===== src/include/pwr_mode_pkg.sv =====
//------------------------------------------------------------
// Power mode controller constants
//------------------------------------------------------------
// Function
// - Four modes, decreasing consumption order
// - Active enables subsystems per template bit
// - Alternate active uses own template
// - Active: all peripherals available
// - Sleep disables most resources regardless
// - Sleep buzzes digital and analog regulators
// - Hibernate retains state, stops all clocks
// - Hibernate wakes only from port interrupts
// - Hibernate keeps only hibernate regulator
// - Regulators disableable when supplied externally
// - Regulators enabled after power-up
// - Wakeup returns to active, enables CPU
// - Sleep resume within 15 us
// - Hibernate resume below 100 us
package pwr_mode_pkg;

  // Register byte offsets
  localparam logic [7:0] MODE_OFS    = 8'h00;
  localparam logic [7:0] ACT_TPL_OFS = 8'h04;
  localparam logic [7:0] ALT_TPL_OFS = 8'h08;
  localparam logic [7:0] REG_CTL_OFS = 8'h0c;
  localparam logic [7:0] STATUS_OFS  = 8'h10;
  localparam logic [7:0] WAKE_EN_OFS = 8'h14;

  // Reset values
  localparam logic [15:0] ACT_TPL_RST = 16'hffff;
  localparam logic [15:0] ALT_TPL_RST = 16'hfffe;
  localparam logic [1:0]  REG_CTL_RST = 2'h3;
  localparam logic [5:0]  WAKE_EN_RST = 6'h3f;

  // Subsystem bits; bit 0 is the CPU
  localparam int TPL_W     = 16;
  localparam int CPU_BIT   = 0;
  localparam logic [15:0] SLEEP_KEEP = 16'h0000;

  // Wake source positions
  localparam int WK_CMP  = 0;
  localparam int WK_PORT = 1;
  localparam int WK_I2C  = 2;
  localparam int WK_RTC  = 3;
  localparam int WK_TW   = 4;
  localparam int WK_LVD  = 5;

  // Timing
  localparam int CLK_MHZ        = 20;
  localparam int ENTRY_CYC      = 4;
  localparam int SLEEP_WAKE_US  = 15;
  localparam int HIB_WAKE_US    = 100;
  // Wake sample and mode update take the other cycles
  localparam int SLEEP_WAKE_CYC = SLEEP_WAKE_US * CLK_MHZ - 2;
  localparam int HIB_WAKE_CYC   = HIB_WAKE_US * CLK_MHZ - 3;
  localparam int HIB_RESUME_MAX = HIB_WAKE_US * CLK_MHZ - 2;
  localparam int CNT_W          = 12;

  // Global modes in decreasing consumption
  typedef enum logic [1:0] {
    MODE_ACTIVE = 2'b00,
    MODE_ALT    = 2'b01,
    MODE_SLEEP  = 2'b10,
    MODE_HIB    = 2'b11
  } gmode_t;

  // Controller states
  typedef enum logic [2:0] {
    ST_RUN    = 3'b000,
    ST_ENTER  = 3'b001,
    ST_LOW    = 3'b010,
    ST_RESUME = 3'b011
  } pstate_t;

  // Regulator outputs
  typedef struct packed {
    logic dig_en;
    logic ana_en;
    logic dig_buzz;
    logic ana_buzz;
    logic sleep_en;
    logic hib_en;
  } reg_ctl_t;

  // Wake sources
  typedef struct packed {
    logic low_voltage_detect;
    logic timewheel;
    logic rtc;
    logic i2c;
    logic port_int;
    logic comparator;
  } wake_t;

endpackage


===== src/core/power_mode_controller.sv =====
`timescale 1ns/1ps
module power_mode_controller (
  // Clock and reset
  input  wire logic                  CLK_I,
  input  wire logic                  NRST_I,
  // AHB-Lite slave
  input  wire logic                  HSEL_I,
  input  wire logic [7:0]            HADDR_I,
  input  wire logic [1:0]            HTRANS_I,
  input  wire logic                  HWRITE_I,
  input  wire logic [2:0]            HSIZE_I,
  input  wire logic [31:0]           HWDATA_I,
  input  wire logic                  HREADY_I,
  output logic      [31:0]           HRDATA_O,
  output logic                       HREADYOUT_O,
  output logic                       HRESP_O,
  // Wake sources
  input  wire pwr_mode_pkg::wake_t   WAKE_I,
  // Subsystem and power controls
  output logic      [15:0]           SUBSYS_EN_O,
  output logic                       CLK_RUN_O,
  output pwr_mode_pkg::reg_ctl_t     REGS_O,
  output pwr_mode_pkg::gmode_t       MODE_O
);
  import pwr_mode_pkg::*;

  //------------------------------------------------------------
  // State
  //------------------------------------------------------------
  gmode_t          mode_r, target_r;
  pstate_t         st_r, st_nxt;
  logic [TPL_W-1:0] act_tpl_r, alt_tpl_r;
  logic [1:0]      reg_ctl_r;
  logic [5:0]      wake_en_r;
  logic [CNT_W-1:0] cnt_r, cnt_nxt;
  logic            cpu_force_r;
  logic [7:0]      addr_r;
  logic            wr_r, rd_r;
  logic [31:0]     rdata_r;

  //------------------------------------------------------------
  // Bus decode
  //------------------------------------------------------------
  wire        ap_valid = HSEL_I && HREADY_I && HTRANS_I[1];
  wire        wr_mode  = wr_r && (addr_r == MODE_OFS);
  wire [1:0]  wr_val   = HWDATA_I[1:0];
  wire        req_low  = wr_mode && (wr_val != 2'b00);
  wire        req_act  = wr_mode && (wr_val == 2'b00);

  // Wake qualification per mode
  wire [5:0]  wake_vec = WAKE_I;
  wire [5:0]  sleep_mask = wake_en_r;
  wire [5:0]  hib_mask   = wake_en_r & (6'h01 << WK_PORT);
  wire        wake_q   = (target_r == MODE_HIB) ? |(wake_vec & hib_mask)
                                                : |(wake_vec & sleep_mask);
  wire        low_tgt  = (target_r == MODE_SLEEP) || (target_r == MODE_HIB);

  //------------------------------------------------------------
  // Sequencer next state
  //------------------------------------------------------------
  always_comb begin
    st_nxt  = st_r;
    cnt_nxt = cnt_r;
    unique case (st_r)
      ST_RUN: begin
        if (req_low) begin
          st_nxt  = ST_ENTER;
          cnt_nxt = CNT_W'(ENTRY_CYC);
        end
      end
      ST_ENTER: begin
        if (low_tgt && wake_q) begin
          st_nxt = ST_RUN;
        end else if (cnt_r == '0) begin
          st_nxt = low_tgt ? ST_LOW : ST_RUN;
        end else begin
          cnt_nxt = cnt_r - 1'b1;
        end
      end
      ST_LOW: begin
        if (wake_q) begin
          st_nxt  = ST_RESUME;
          cnt_nxt = (target_r == MODE_HIB) ? CNT_W'(HIB_WAKE_CYC)
                                           : CNT_W'(SLEEP_WAKE_CYC);
        end
      end
      ST_RESUME: begin
        if (cnt_r == '0) begin
          st_nxt = ST_RUN;
        end else begin
          cnt_nxt = cnt_r - 1'b1;
        end
      end
      default: st_nxt = ST_RUN;
    endcase
  end

  //------------------------------------------------------------
  // Bus phase registers
  //------------------------------------------------------------
  always_ff @(posedge CLK_I) begin
    if (!NRST_I) begin
      addr_r <= 8'h00;
      wr_r   <= 1'b0;
      rd_r   <= 1'b0;
    end else begin
      addr_r <= HADDR_I;
      wr_r   <= ap_valid && HWRITE_I;
      rd_r   <= ap_valid && !HWRITE_I;
    end
  end

  //------------------------------------------------------------
  // Configuration registers
  //------------------------------------------------------------
  always_ff @(posedge CLK_I) begin
    if (!NRST_I) begin
      act_tpl_r <= ACT_TPL_RST;
      alt_tpl_r <= ALT_TPL_RST;
      reg_ctl_r <= REG_CTL_RST;
      wake_en_r <= WAKE_EN_RST;
    end else if (wr_r) begin
      if (addr_r == ACT_TPL_OFS) act_tpl_r <= HWDATA_I[15:0];
      if (addr_r == ALT_TPL_OFS) alt_tpl_r <= HWDATA_I[15:0];
      if (addr_r == REG_CTL_OFS) reg_ctl_r <= HWDATA_I[1:0];
      if (addr_r == WAKE_EN_OFS) wake_en_r <= HWDATA_I[5:0];
    end
  end

  //------------------------------------------------------------
  // Mode and sequencer registers
  //------------------------------------------------------------
  always_ff @(posedge CLK_I) begin
    if (!NRST_I) begin
      st_r        <= ST_RUN;
      cnt_r       <= '0;
      mode_r      <= MODE_ACTIVE;
      target_r    <= MODE_ACTIVE;
      cpu_force_r <= 1'b1;
    end else begin
      st_r  <= st_nxt;
      cnt_r <= cnt_nxt;
      if (st_r == ST_RUN && req_low) begin
        target_r    <= gmode_t'(wr_val);
        cpu_force_r <= 1'b0;
      end else if (st_r == ST_RUN && req_act) begin
        mode_r   <= MODE_ACTIVE;
        target_r <= MODE_ACTIVE;
      end
      if (st_r == ST_ENTER && st_nxt == ST_LOW) begin
        mode_r <= target_r;
      end else if (st_r == ST_ENTER && st_nxt == ST_RUN) begin
        mode_r <= (low_tgt && wake_q) ? MODE_ACTIVE : target_r;
        if (low_tgt && wake_q) begin
          target_r    <= MODE_ACTIVE;
          cpu_force_r <= 1'b1;
        end
      end
      if (st_r == ST_RESUME && st_nxt == ST_RUN) begin
        mode_r      <= MODE_ACTIVE;
        target_r    <= MODE_ACTIVE;
        cpu_force_r <= 1'b1;
      end
    end
  end

  //------------------------------------------------------------
  // Read data
  //------------------------------------------------------------
  always_comb begin
    rdata_r = 32'h0000_0000;
    unique case (addr_r)
      MODE_OFS:    rdata_r = {30'h0, mode_r};
      ACT_TPL_OFS: rdata_r = {16'h0, act_tpl_r};
      ALT_TPL_OFS: rdata_r = {16'h0, alt_tpl_r};
      REG_CTL_OFS: rdata_r = {30'h0, reg_ctl_r};
      STATUS_OFS:  rdata_r = {27'h0, st_r, target_r};
      WAKE_EN_OFS: rdata_r = {26'h0, wake_en_r};
      default:     rdata_r = 32'h0000_0000;
    endcase
  end

  assign HRDATA_O    = rd_r ? rdata_r : 32'h0000_0000;
  assign HREADYOUT_O = 1'b1;
  assign HRESP_O     = 1'b0;

  //------------------------------------------------------------
  // Power outputs
  //------------------------------------------------------------
  wire in_low   = (st_r == ST_LOW) || (st_r == ST_RESUME);
  wire is_sleep = in_low && (mode_r == MODE_SLEEP);
  wire is_hib   = in_low && (mode_r == MODE_HIB);
  wire [TPL_W-1:0] run_tpl = (mode_r == MODE_ALT) ? alt_tpl_r : act_tpl_r;
  wire [TPL_W-1:0] cpu_bit = (cpu_force_r ? 16'h0001 : 16'h0000) << CPU_BIT;

  assign SUBSYS_EN_O = is_hib   ? 16'h0000 :
                       is_sleep ? SLEEP_KEEP :
                       (run_tpl | cpu_bit);
  assign CLK_RUN_O   = !is_hib;
  assign REGS_O = '{dig_en:   reg_ctl_r[0] && !is_hib,
                    ana_en:   reg_ctl_r[1] && !is_hib,
                    dig_buzz: is_sleep && reg_ctl_r[0],
                    ana_buzz: is_sleep && reg_ctl_r[1],
                    sleep_en: !is_hib,
                    hib_en:   1'b1};
  assign MODE_O          = mode_r;

  //------------------------------------------------------------
  // Checks
  //------------------------------------------------------------
  property p_reset_active;
    @(posedge CLK_I) !NRST_I |=> (MODE_O == MODE_ACTIVE) && REGS_O.dig_en && REGS_O.ana_en;
  endproperty
  a_reset_active: assert property (p_reset_active) else $error("Not active after reset");

  property p_hib_off;
    @(posedge CLK_I) disable iff (!NRST_I) is_hib |-> (SUBSYS_EN_O == 16'h0000) && !CLK_RUN_O && REGS_O.hib_en;
  endproperty
  a_hib_off: assert property (p_hib_off) else $error("Hibernate left something on");

  property p_sleep_buzz;
    @(posedge CLK_I) disable iff (!NRST_I) (is_sleep && reg_ctl_r == 2'h3) |-> REGS_O.dig_buzz && REGS_O.ana_buzz;
  endproperty
  a_sleep_buzz: assert property (p_sleep_buzz) else $error("Sleep regulators not buzzed");

  property p_hib_ignore;
    @(posedge CLK_I) disable iff (!NRST_I) (st_r == ST_LOW && mode_r == MODE_HIB && !WAKE_I.port_int) |=> st_r == ST_LOW;
  endproperty
  a_hib_ignore: assert property (p_hib_ignore) else $error("Hibernate woke without port interrupt");

  property p_sleep_wake;
    @(posedge CLK_I) disable iff (!NRST_I)
      (st_r == ST_LOW && mode_r == MODE_SLEEP && wake_q) |-> ##[1:301] (MODE_O == MODE_ACTIVE);
  endproperty
  a_sleep_wake: assert property (p_sleep_wake) else $error("Sleep resume too slow");

  // Cycles spent resuming from hibernate
  logic [CNT_W-1:0] hib_wait_r;
  always_ff @(posedge CLK_I) begin
    if (!NRST_I) begin
      hib_wait_r <= '0;
    end else if (is_hib && st_r == ST_RESUME) begin
      hib_wait_r <= hib_wait_r + 1'b1;
    end else begin
      hib_wait_r <= '0;
    end
  end

  property p_hib_wake;
    @(posedge CLK_I) disable iff (!NRST_I)
      (is_hib && st_r == ST_RESUME) |-> (hib_wait_r < CNT_W'(HIB_RESUME_MAX));
  endproperty
  a_hib_wake: assert property (p_hib_wake) else $error("Hibernate resume too slow");

  property p_sleep_off;
    @(posedge CLK_I) disable iff (!NRST_I) is_sleep |-> (SUBSYS_EN_O == SLEEP_KEEP);
  endproperty
  a_sleep_off: assert property (p_sleep_off) else $error("Sleep left subsystems on");

  property p_act_tpl;
    @(posedge CLK_I) disable iff (!NRST_I)
      (!in_low && mode_r == MODE_ACTIVE && !cpu_force_r) |-> (SUBSYS_EN_O == act_tpl_r);
  endproperty
  a_act_tpl: assert property (p_act_tpl) else $error("Active template not applied");

  property p_alt_tpl;
    @(posedge CLK_I) disable iff (!NRST_I)
      (!in_low && mode_r == MODE_ALT && !cpu_force_r) |-> (SUBSYS_EN_O == alt_tpl_r);
  endproperty
  a_alt_tpl: assert property (p_alt_tpl) else $error("Alternate template not applied");

  property p_clk_run;
    @(posedge CLK_I) disable iff (!NRST_I) !is_hib |-> CLK_RUN_O;
  endproperty
  a_clk_run: assert property (p_clk_run) else $error("Clocks stopped outside hibernate");

  property p_ext_reg;
    @(posedge CLK_I) disable iff (!NRST_I) !reg_ctl_r[0] |-> !REGS_O.dig_en && !REGS_O.dig_buzz;
  endproperty
  a_ext_reg: assert property (p_ext_reg) else $error("Digital regulator not disabled");

  property p_hib_regs;
    @(posedge CLK_I) disable iff (!NRST_I) is_hib |-> !REGS_O.dig_en && !REGS_O.ana_en && !REGS_O.sleep_en;
  endproperty
  a_hib_regs: assert property (p_hib_regs) else $error("Regulator left on in hibernate");

  property p_no_buzz;
    @(posedge CLK_I) disable iff (!NRST_I) !is_sleep |-> !REGS_O.dig_buzz && !REGS_O.ana_buzz;
  endproperty
  a_no_buzz: assert property (p_no_buzz) else $error("Regulators buzzed outside sleep");

  property p_low_refuse;
    @(posedge CLK_I) disable iff (!NRST_I) (st_r == ST_LOW && wr_mode) |=> $stable(target_r);
  endproperty
  a_low_refuse: assert property (p_low_refuse) else $error("Mode write taken in low mode");

  property p_low_mode;
    @(posedge CLK_I) disable iff (!NRST_I) (st_r == ST_LOW) |-> (MODE_O == MODE_SLEEP) || (MODE_O == MODE_HIB);
  endproperty
  a_low_mode: assert property (p_low_mode) else $error("Low state without low mode");

  property p_cpu_on;
    @(posedge CLK_I) disable iff (!NRST_I) (st_r == ST_RESUME && st_nxt == ST_RUN) |=> SUBSYS_EN_O[CPU_BIT];
  endproperty
  a_cpu_on: assert property (p_cpu_on) else $error("CPU not enabled after wakeup");

  property p_abort;
    @(posedge CLK_I) disable iff (!NRST_I) (st_r == ST_ENTER && low_tgt && wake_q) |=> (st_r == ST_RUN) && (MODE_O == MODE_ACTIVE);
  endproperty
  a_abort: assert property (p_abort) else $error("Wakeup did not abort entry");

  property p_low_by_write;
    @(posedge CLK_I) disable iff (!NRST_I) (st_r == ST_RUN && $past(st_r) == ST_RUN && !wr_mode) |=> st_r == ST_RUN;
  endproperty
  a_low_by_write: assert property (p_low_by_write) else $error("Low mode entered without write");

endmodule // power_mode_controller


===== config.mk =====
export PLATFORM = sky130hd
export DESIGN_NAME = power_mode_controller
export DESIGN_NICKNAME = d
export VERILOG_FILES = /design/src/include/pwr_mode_pkg.sv /design/src/core/power_mode_controller.sv
export SDC_FILE = /design/constraint.sdc
export NUM_CORES = 1
export LEC_CHECK = 0
export BUFFER_PORTS_ARGS = -buffer_cell sky130_fd_sc_hd__buf_2
export CORE_MARGIN = 5
export CORE_UTILIZATION = 47
export CTS_CLUSTER_DIAMETER = 50
export CTS_CLUSTER_SIZE = 10
export DETAILED_ROUTE_END_ITERATION = 8
export GPL_ROUTABILITY_DRIVEN = 1
export PLACE_DENSITY = 0.78
export SYNTH_ARGS = -nofsm -noshare
export SYNTH_HDL_FRONTEND = slang
export SYNTH_SLANG_ARGS = --single-unit
export TNS_END_PERCENT = 1

===== constraint.sdc =====
create_clock -name CLK_I -period 2.2 [get_ports CLK_I]
set_input_delay 0.44 -clock CLK_I [delete_from_list [all_inputs] [get_ports CLK_I]]
set_output_delay 0.44 -clock CLK_I [all_outputs]
set_load 0.02 [all_outputs]

; Word-level counts from Yosys, hierarchy flattened
; Index checks and enable logic that the tools add are counted.
; Widths: inputs -> output; s select.
[totals]
reg_bits = 70
ramBits = 0
n_memories = 0
word_cells = 109
latchBits = 0
out_inout_bits = 59
rom_bits = 0
in_bits = 56
[op_classes]
div = 0
multipliers = 0
shifts = 0
mux = 34
add_sub_neg = 1
order_cmp = 0
bitwise_logic = 4
n_eq_ne = 18
n_reduce_logical = 40
[op_table]
columns = operator, count
row1 = $pmux 16 s6, 1
row2 = $mux 12, 4
row3 = $mux 16, 3
row4 = $pmux 12 s4, 1
row5 = $mux 32, 1
row6 = $mux 2, 11
row7 = $logic_and 1x1->1, 19
row8 = $eq 8x4->1 const B, 2
row9 = $eq 8x5->1 const B, 2
row10 = $or 16x1->16, 1
row11 = $mux 3, 5
row12 = $logic_not 12->1, 1
row13 = $pmux 3 s4, 1
row14 = $reduce_or 6->1, 2
row15 = $sub 12x1->12 const B, 1
row16 = $mux 11, 1
row17 = $reduce_and 2->1, 5
row18 = $eq 3x2->1 const B, 3
row19 = $eq 2x2->1 const B, 4
row20 = $eq 8x3->1 const B, 1
row21 = $logic_not 8->1, 1
row22 = $and 6x2->6, 1
row23 = $and 6x6->6, 1
row24 = $logic_not 3->1, 2
row25 = 14 further kinds, 23

; Depth between registers and ports, before layout
[logic_depth]
depth_word = 10
depth_mapped = 8
mapped_depth_nobuf = 7

; Least setup slack after synthesis
; OpenSTA, ideal clock, no wires.
[synth_timing]
path_type = reg-to-output
start = register addr_r[0]
end = output HRDATA_O[4]
path_stages_with_launch = 7
t_required_ps = 1760
n_path_buf = 2
setup_slack_ps = -430
arrival_ps = 2190
cell_sequence = dfxtp_1 > or4_1 > clkbuf_1 > nor4_1 > buf_2 > a222oi_1 > a21oi_1
[synth_via]
elab_chain_cells = 3
elab_cells_between_ends = 8
classes_between = 5 x eq/ne / 2 x mux / 1 x reduce/logical
[synth_lines]
columns = item, line_no
row1 = "start, declared", power_mode_controller.sv:37  ; logic [7:0] addr_r;
row2 = "start signal, assigned", power_mode_controller.sv:103  ; addr_r <= 8'h00;
row3 = "start signal, assigned", power_mode_controller.sv:107  ; addr_r <= HADDR_I;
row4 = "$eq 8x5->1, or another cell as far along", power_mode_controller.sv:172  ; unique case (addr_r)
row5 = $pmux 16 s6 *, power_mode_controller.sv:172
row6 = $mux 32 *, power_mode_controller.sv:183  ; assign HRDATA_O = rd_r ? rdata_r : 32'h0000_0000;
row7 = "end, declared", power_mode_controller.sv:14  ; output logic [31:0] HRDATA_O,
; Mark *: on every way between the ends. The rest lies on a longest branch, timed or not.

; Worst setup path in the final report
[layout_timing]
start = register addr_r[0]
end = output HRDATA_O[3]
; The elaborated chain is that of the path after synthesis.

==> insert_results.sql <==
INSERT INTO impl_metrics (metric_group, metric, value, unit) VALUES
('outcome', 'run_status', 'finished with violations', ''),
('outcome', 'violations', 'negative setup slack', ''),
('worst_setup_path', 'timing.critical_path.max_delay_family', 'simple AND/OR/NAND/NOR gates', ''),
('clock_tree', 'htree_levels', '3', ''),
('sta', 'post-route-min-period', '2.623', 'ns'),
('floorplan', 'coreArea', '0.007767', 'mm^2'),
('pwr', 'p_seq_frac', '0.475', ''),
('clock_tree', 'cts_tree', 'built', ''),
('clock_tree', 'cts-root-to-sink-buffers', '2', ''),
('clock_tree', 'ctsHoldBuffers', '0', ''),
('route', 'routed_wirelength', '11.69', 'mm'),
('synthesis', 'syn_area', '0.003766', 'mm^2'),
('synthesis', 'postSynth.topFlopCell', 'sky130_fd_sc_hd__dfxtp_1', ''),
('clock_tree', 'ctsRootBufferMaster', 'sky130_fd_sc_hd__clkbuf_8', ''),
('clock_tree', 'numClockSinks', '70', ''),
('route', 'dr_total_vias', '4075', ''),
('worst_setup_path', 'critPathKind', 'flip-flop to primary output', ''),
('worst_setup_path', 'path_cells', 'or4_4, nor4b_4, buf_4, buf_12, nand2_1, a21oi_4, buf_6', ''),
('pwr', 'clkPwrFrac', '0.448', ''),
('floorplan', 'initial_utilization', '0.4849', ''),
('floorplan', 'die_area', '0.009903', 'mm^2'),
('global_route', 'antenna_violations_before_repair', '0', ''),
('worst_setup_path', 'crit_fanout', '8', ''),
('sta', 'layout_setup_ws', '-0.4226', 'ns'),
('synthesis', 'yosysSeqAreaShare', '0.3721', ''),
('global_route', 'grt_pass1_wl', '18.79', 'mm'),
('synthesis', 'synth_seq_cells', '70', ''),
('global_route', 'first_global_vias', '3824', ''),
('global_route', 'grt.total_usage', '0.2342', ''),
('pwr', 'powerDensity', '539.0', 'mW/mm^2'),
('floorplan', 'pin_count', '115', ''),
('floorplan', 'row_count', '32', ''),
('synthesis', 'synthCells', '504', ''),
('worst_setup_path', 'timing.reg2reg.worst_path_depth', '8', ''),
('layout', 'layout.cells.most_common_list', 'sky130_fd_sc_hd__nand2_1, sky130_fd_sc_hd__dfxtp_1, sky130_fd_sc_hd__buf_2, sky130_fd_sc_hd__buf_4, sky130_fd_sc_hd__nand3_1', ''),
('layout', 'post-route-cell-area', '0.005034', 'mm^2'),
('route', 'drt_iter0_markers', '337', ''),
('synthesis', 'post_synth.cell_area_avg', '7.472', 'um^2'),
('sta', 'hold_viol_final', '0', ''),
('placement', 'dp_hpwl', '8.153', 'mm'),
('floorplan', 'die-height', '99.52', 'um'),
('min_path', 'worst_hold_path.endpoint', 'rd_r', ''),
('synthesis', 'synthTopCellsByArea', 'sky130_fd_sc_hd__dfxtp_1, sky130_fd_sc_hd__nand2_1, sky130_fd_sc_hd__nand3_1', ''),
('layout', 'antenna_cells', '0', ''),
('route', 'drc', '0', ''),
('sta', 'fin_tns_setup', '-7.437', 'ns'),
('floorplan', 'die_width', '99.52', 'um'),
('layout', 'mostFrequentLayoutCell', 'sky130_fd_sc_hd__nand2_1', ''),
('worst_setup_path', 'reg2reg_setup_slack', '-0.14', 'ns'),
('worst_setup_path', 'cpMaxStageDelayCell', 'sky130_fd_sc_hd__or4_4', ''),
('worst_setup_path', 'startpoint', 'addr_r[0]', ''),
('worst_setup_path', 'worst_path_largest_cell_delay', '0.61', 'ns'),
('min_path', 'hp-start', 'HWRITE_I', ''),
('min_path', 'hold_path.class', 'input port to flip-flop', ''),
('layout', 'layout.nets', '674', ''),
('route', 'drtPass1Iterations', '7', ''),
('synthesis', 'yosysUniqueCellTypes', '56', ''),
('worst_setup_path', 'r2r-end', 'cnt_r[0]', ''),
('pwr', 'swShare', '0.2507', ''),
('pwr', 'p_leak', '2.264', 'nW'),
('sta', 'timing.final.setup_violations', '32', ''),
('sta', 'finalCritPeriodShare', '1.192', ''),
('layout', 'drive_gt1_frac', '0.3167', ''),
('route', 'detail_route.wl_per_cell', '16.15', 'um'),
('sta', 'worst_clock_skew', '0.008866', 'ns'),
('clock_tree', 'cts.clk_slew.worst_paths', '0.07', 'ns'),
('placement', 'io_buffers', '75', ''),
('synthesis', 'ys_async_sr_fraction', '0', ''),
('worst_setup_path', 'worst_ep_required_time', '1.76', 'ns'),
('synthesis', 'synth.yosys.warnings', '0', ''),
('sta', 'timing_max_transition_violations_final', '0', '');
[cell families after synthesis]
group | after synthesis | share of synthesized area
adders and majority gates | 1 | 0.003322
DFF | 70 | 0.3721
xor gates and xnor gates | 2 | 0.004652
other | 2 | 0.001994
muxes | 5 | 0.01993
buffers and inverters | 61 | 0.08305
and+or+nand+nor | 271 | 0.3502
AOI/OAI and AO/OA | 92 | 0.1648
[registers in the layout, indices dropped and copies added, names as in the netlist]
signal / count
reg_ctl_r: 2
sleep_mask: 6
cpu_force_r: 1
MODE_O: 2
alt_tpl_r: 16
target_r: 2
wr_r: 1
act_tpl_r: 16
addr_r: 8
cnt_r: 12
rd_r: 1
st_r: 3
[worst reg2reg max path, cell delays in order, from the launching register on]
cell and delay (ns):
sky130_fd_sc_hd__dfxtp_1 0.32, sky130_fd_sc_hd__inv_1 0.08, sky130_fd_sc_hd__ha_1 0.17, sky130_fd_sc_hd__or4b_4 0.50
sky130_fd_sc_hd__o41a_1 0.36, sky130_fd_sc_hd__a221oi_2 0.30, sky130_fd_sc_hd__buf_4 0.21, sky130_fd_sc_hd__a21oi_1 0.07
sky130_fd_sc_hd__a211oi_1 0.24
[area by class of cell]
cell class / instances / area [um^2]
Sequential cell: 70 / 1403
Multi-Input combinational cell: 391 / 2263
Tap cell: 102 / 127.6
Clock buffer: 10 / 137.6
Clock inverter: 6 / 93.84
Fill cell: 667 / 2734
Inverter: 9 / 33.78
Timing Repair Buffer: 136 / 974.7
[metal layers]
| metal | part of all wire | wire [um] | global-route usage | up-vias |
|---|---|---|---|---|
| met5 | 0 | 0 | 0 | - |
| met4 | 0.014 | 162 | 0.08193 | 0 |
| met3 | 0.084 | 987 | 0.04628 | 14 |
| met2 | 0.50 | 5791 | 0.4019 | 197 |
| met1 | 0.41 | 4752 | 0.2923 | 1917 |
| li1 | - | - | - | 1947 |
[timing repair]
| item | in CTS | in global routing |
|---|---|---|
| endpoints found under the hold margin | 0 | 0 |
| pin swaps | 11 | 7 |
| gates resized for setup | 30 | 13 |
| setup buffers | 3 | 1 |
| endpoints found under the setup margin | 35 | 54 |
| gates cloned | 1 | 1 |
[worst max path at each step]
stage / to / cells past startpoint / slack, ns
floorplan: HRDATA_O[2] / 6 / -0.09
global placement: cnt_r[2] / 7 / -0.12
detailed placement: HRDATA_O[2] / 7 / -0.16
CTS: HRDATA_O[5] / 8 / -0.49
global route: HRDATA_O[5] / 7 / -0.48
finish: HRDATA_O[3] / 7 / -0.42
[synth_stat cells, types with 5 or more instances]
master	n
sky130_fd_sc_hd__dfxtp_1	70
sky130_fd_sc_hd__a22oi_1	15
sky130_fd_sc_hd__buf_2	5
sky130_fd_sc_hd__inv_1	9
sky130_fd_sc_hd__nor2_1	25
sky130_fd_sc_hd__a21oi_1	34
sky130_fd_sc_hd__nor4_1	7
sky130_fd_sc_hd__and2_1	12
sky130_fd_sc_hd__clkbuf_1	25
sky130_fd_sc_hd__nor3_1	10
sky130_fd_sc_hd__nand3_1	48
sky130_fd_sc_hd__buf_4	20
sky130_fd_sc_hd__o21ai_0	7
sky130_fd_sc_hd__or4_1	6
sky130_fd_sc_hd__nand2b_1	6
sky130_fd_sc_hd__nand2_1	133
[power groups by stage]
| stage | Combinational (W) | Sequential (W) | Clock [W] |
|---|---|---|---|
| 3_5_place_dp | 0.000192 | 0.00132 | 0 |
| 6_report | 0.000207 | 0.00129 | 0.00122 |
| 4_1_cts | 0.000201 | 0.00129 | 0.00122 |
| 5_1_grt | 0.000222 | 0.00129 | 0.00129 |
| 3_3_place_gp | 0.000187 | 0.00132 | 0 |
| 2_1_floorplan | 0.000146 | 0.00131 | 0 |
[stage by stage]
step	hold WS, ns	util	power, W	setup slack, ns	std cells
after global routing	0.2575	0.6480	0.002807	-0.4811	724
final	0.2562	0.6480	0.002713	-0.4226	724
after floorplan	0.4264	-	0.001460	-0.08981	522
after CTS	0.2507	0.6390	0.002708	-0.4859	723
after detailed placement	0.4393	0.5934	0.001510	-0.1586	703
after global placement	0.4419	0.5934	0.001504	-0.1235	703
(Power assumes the default switching activity.)
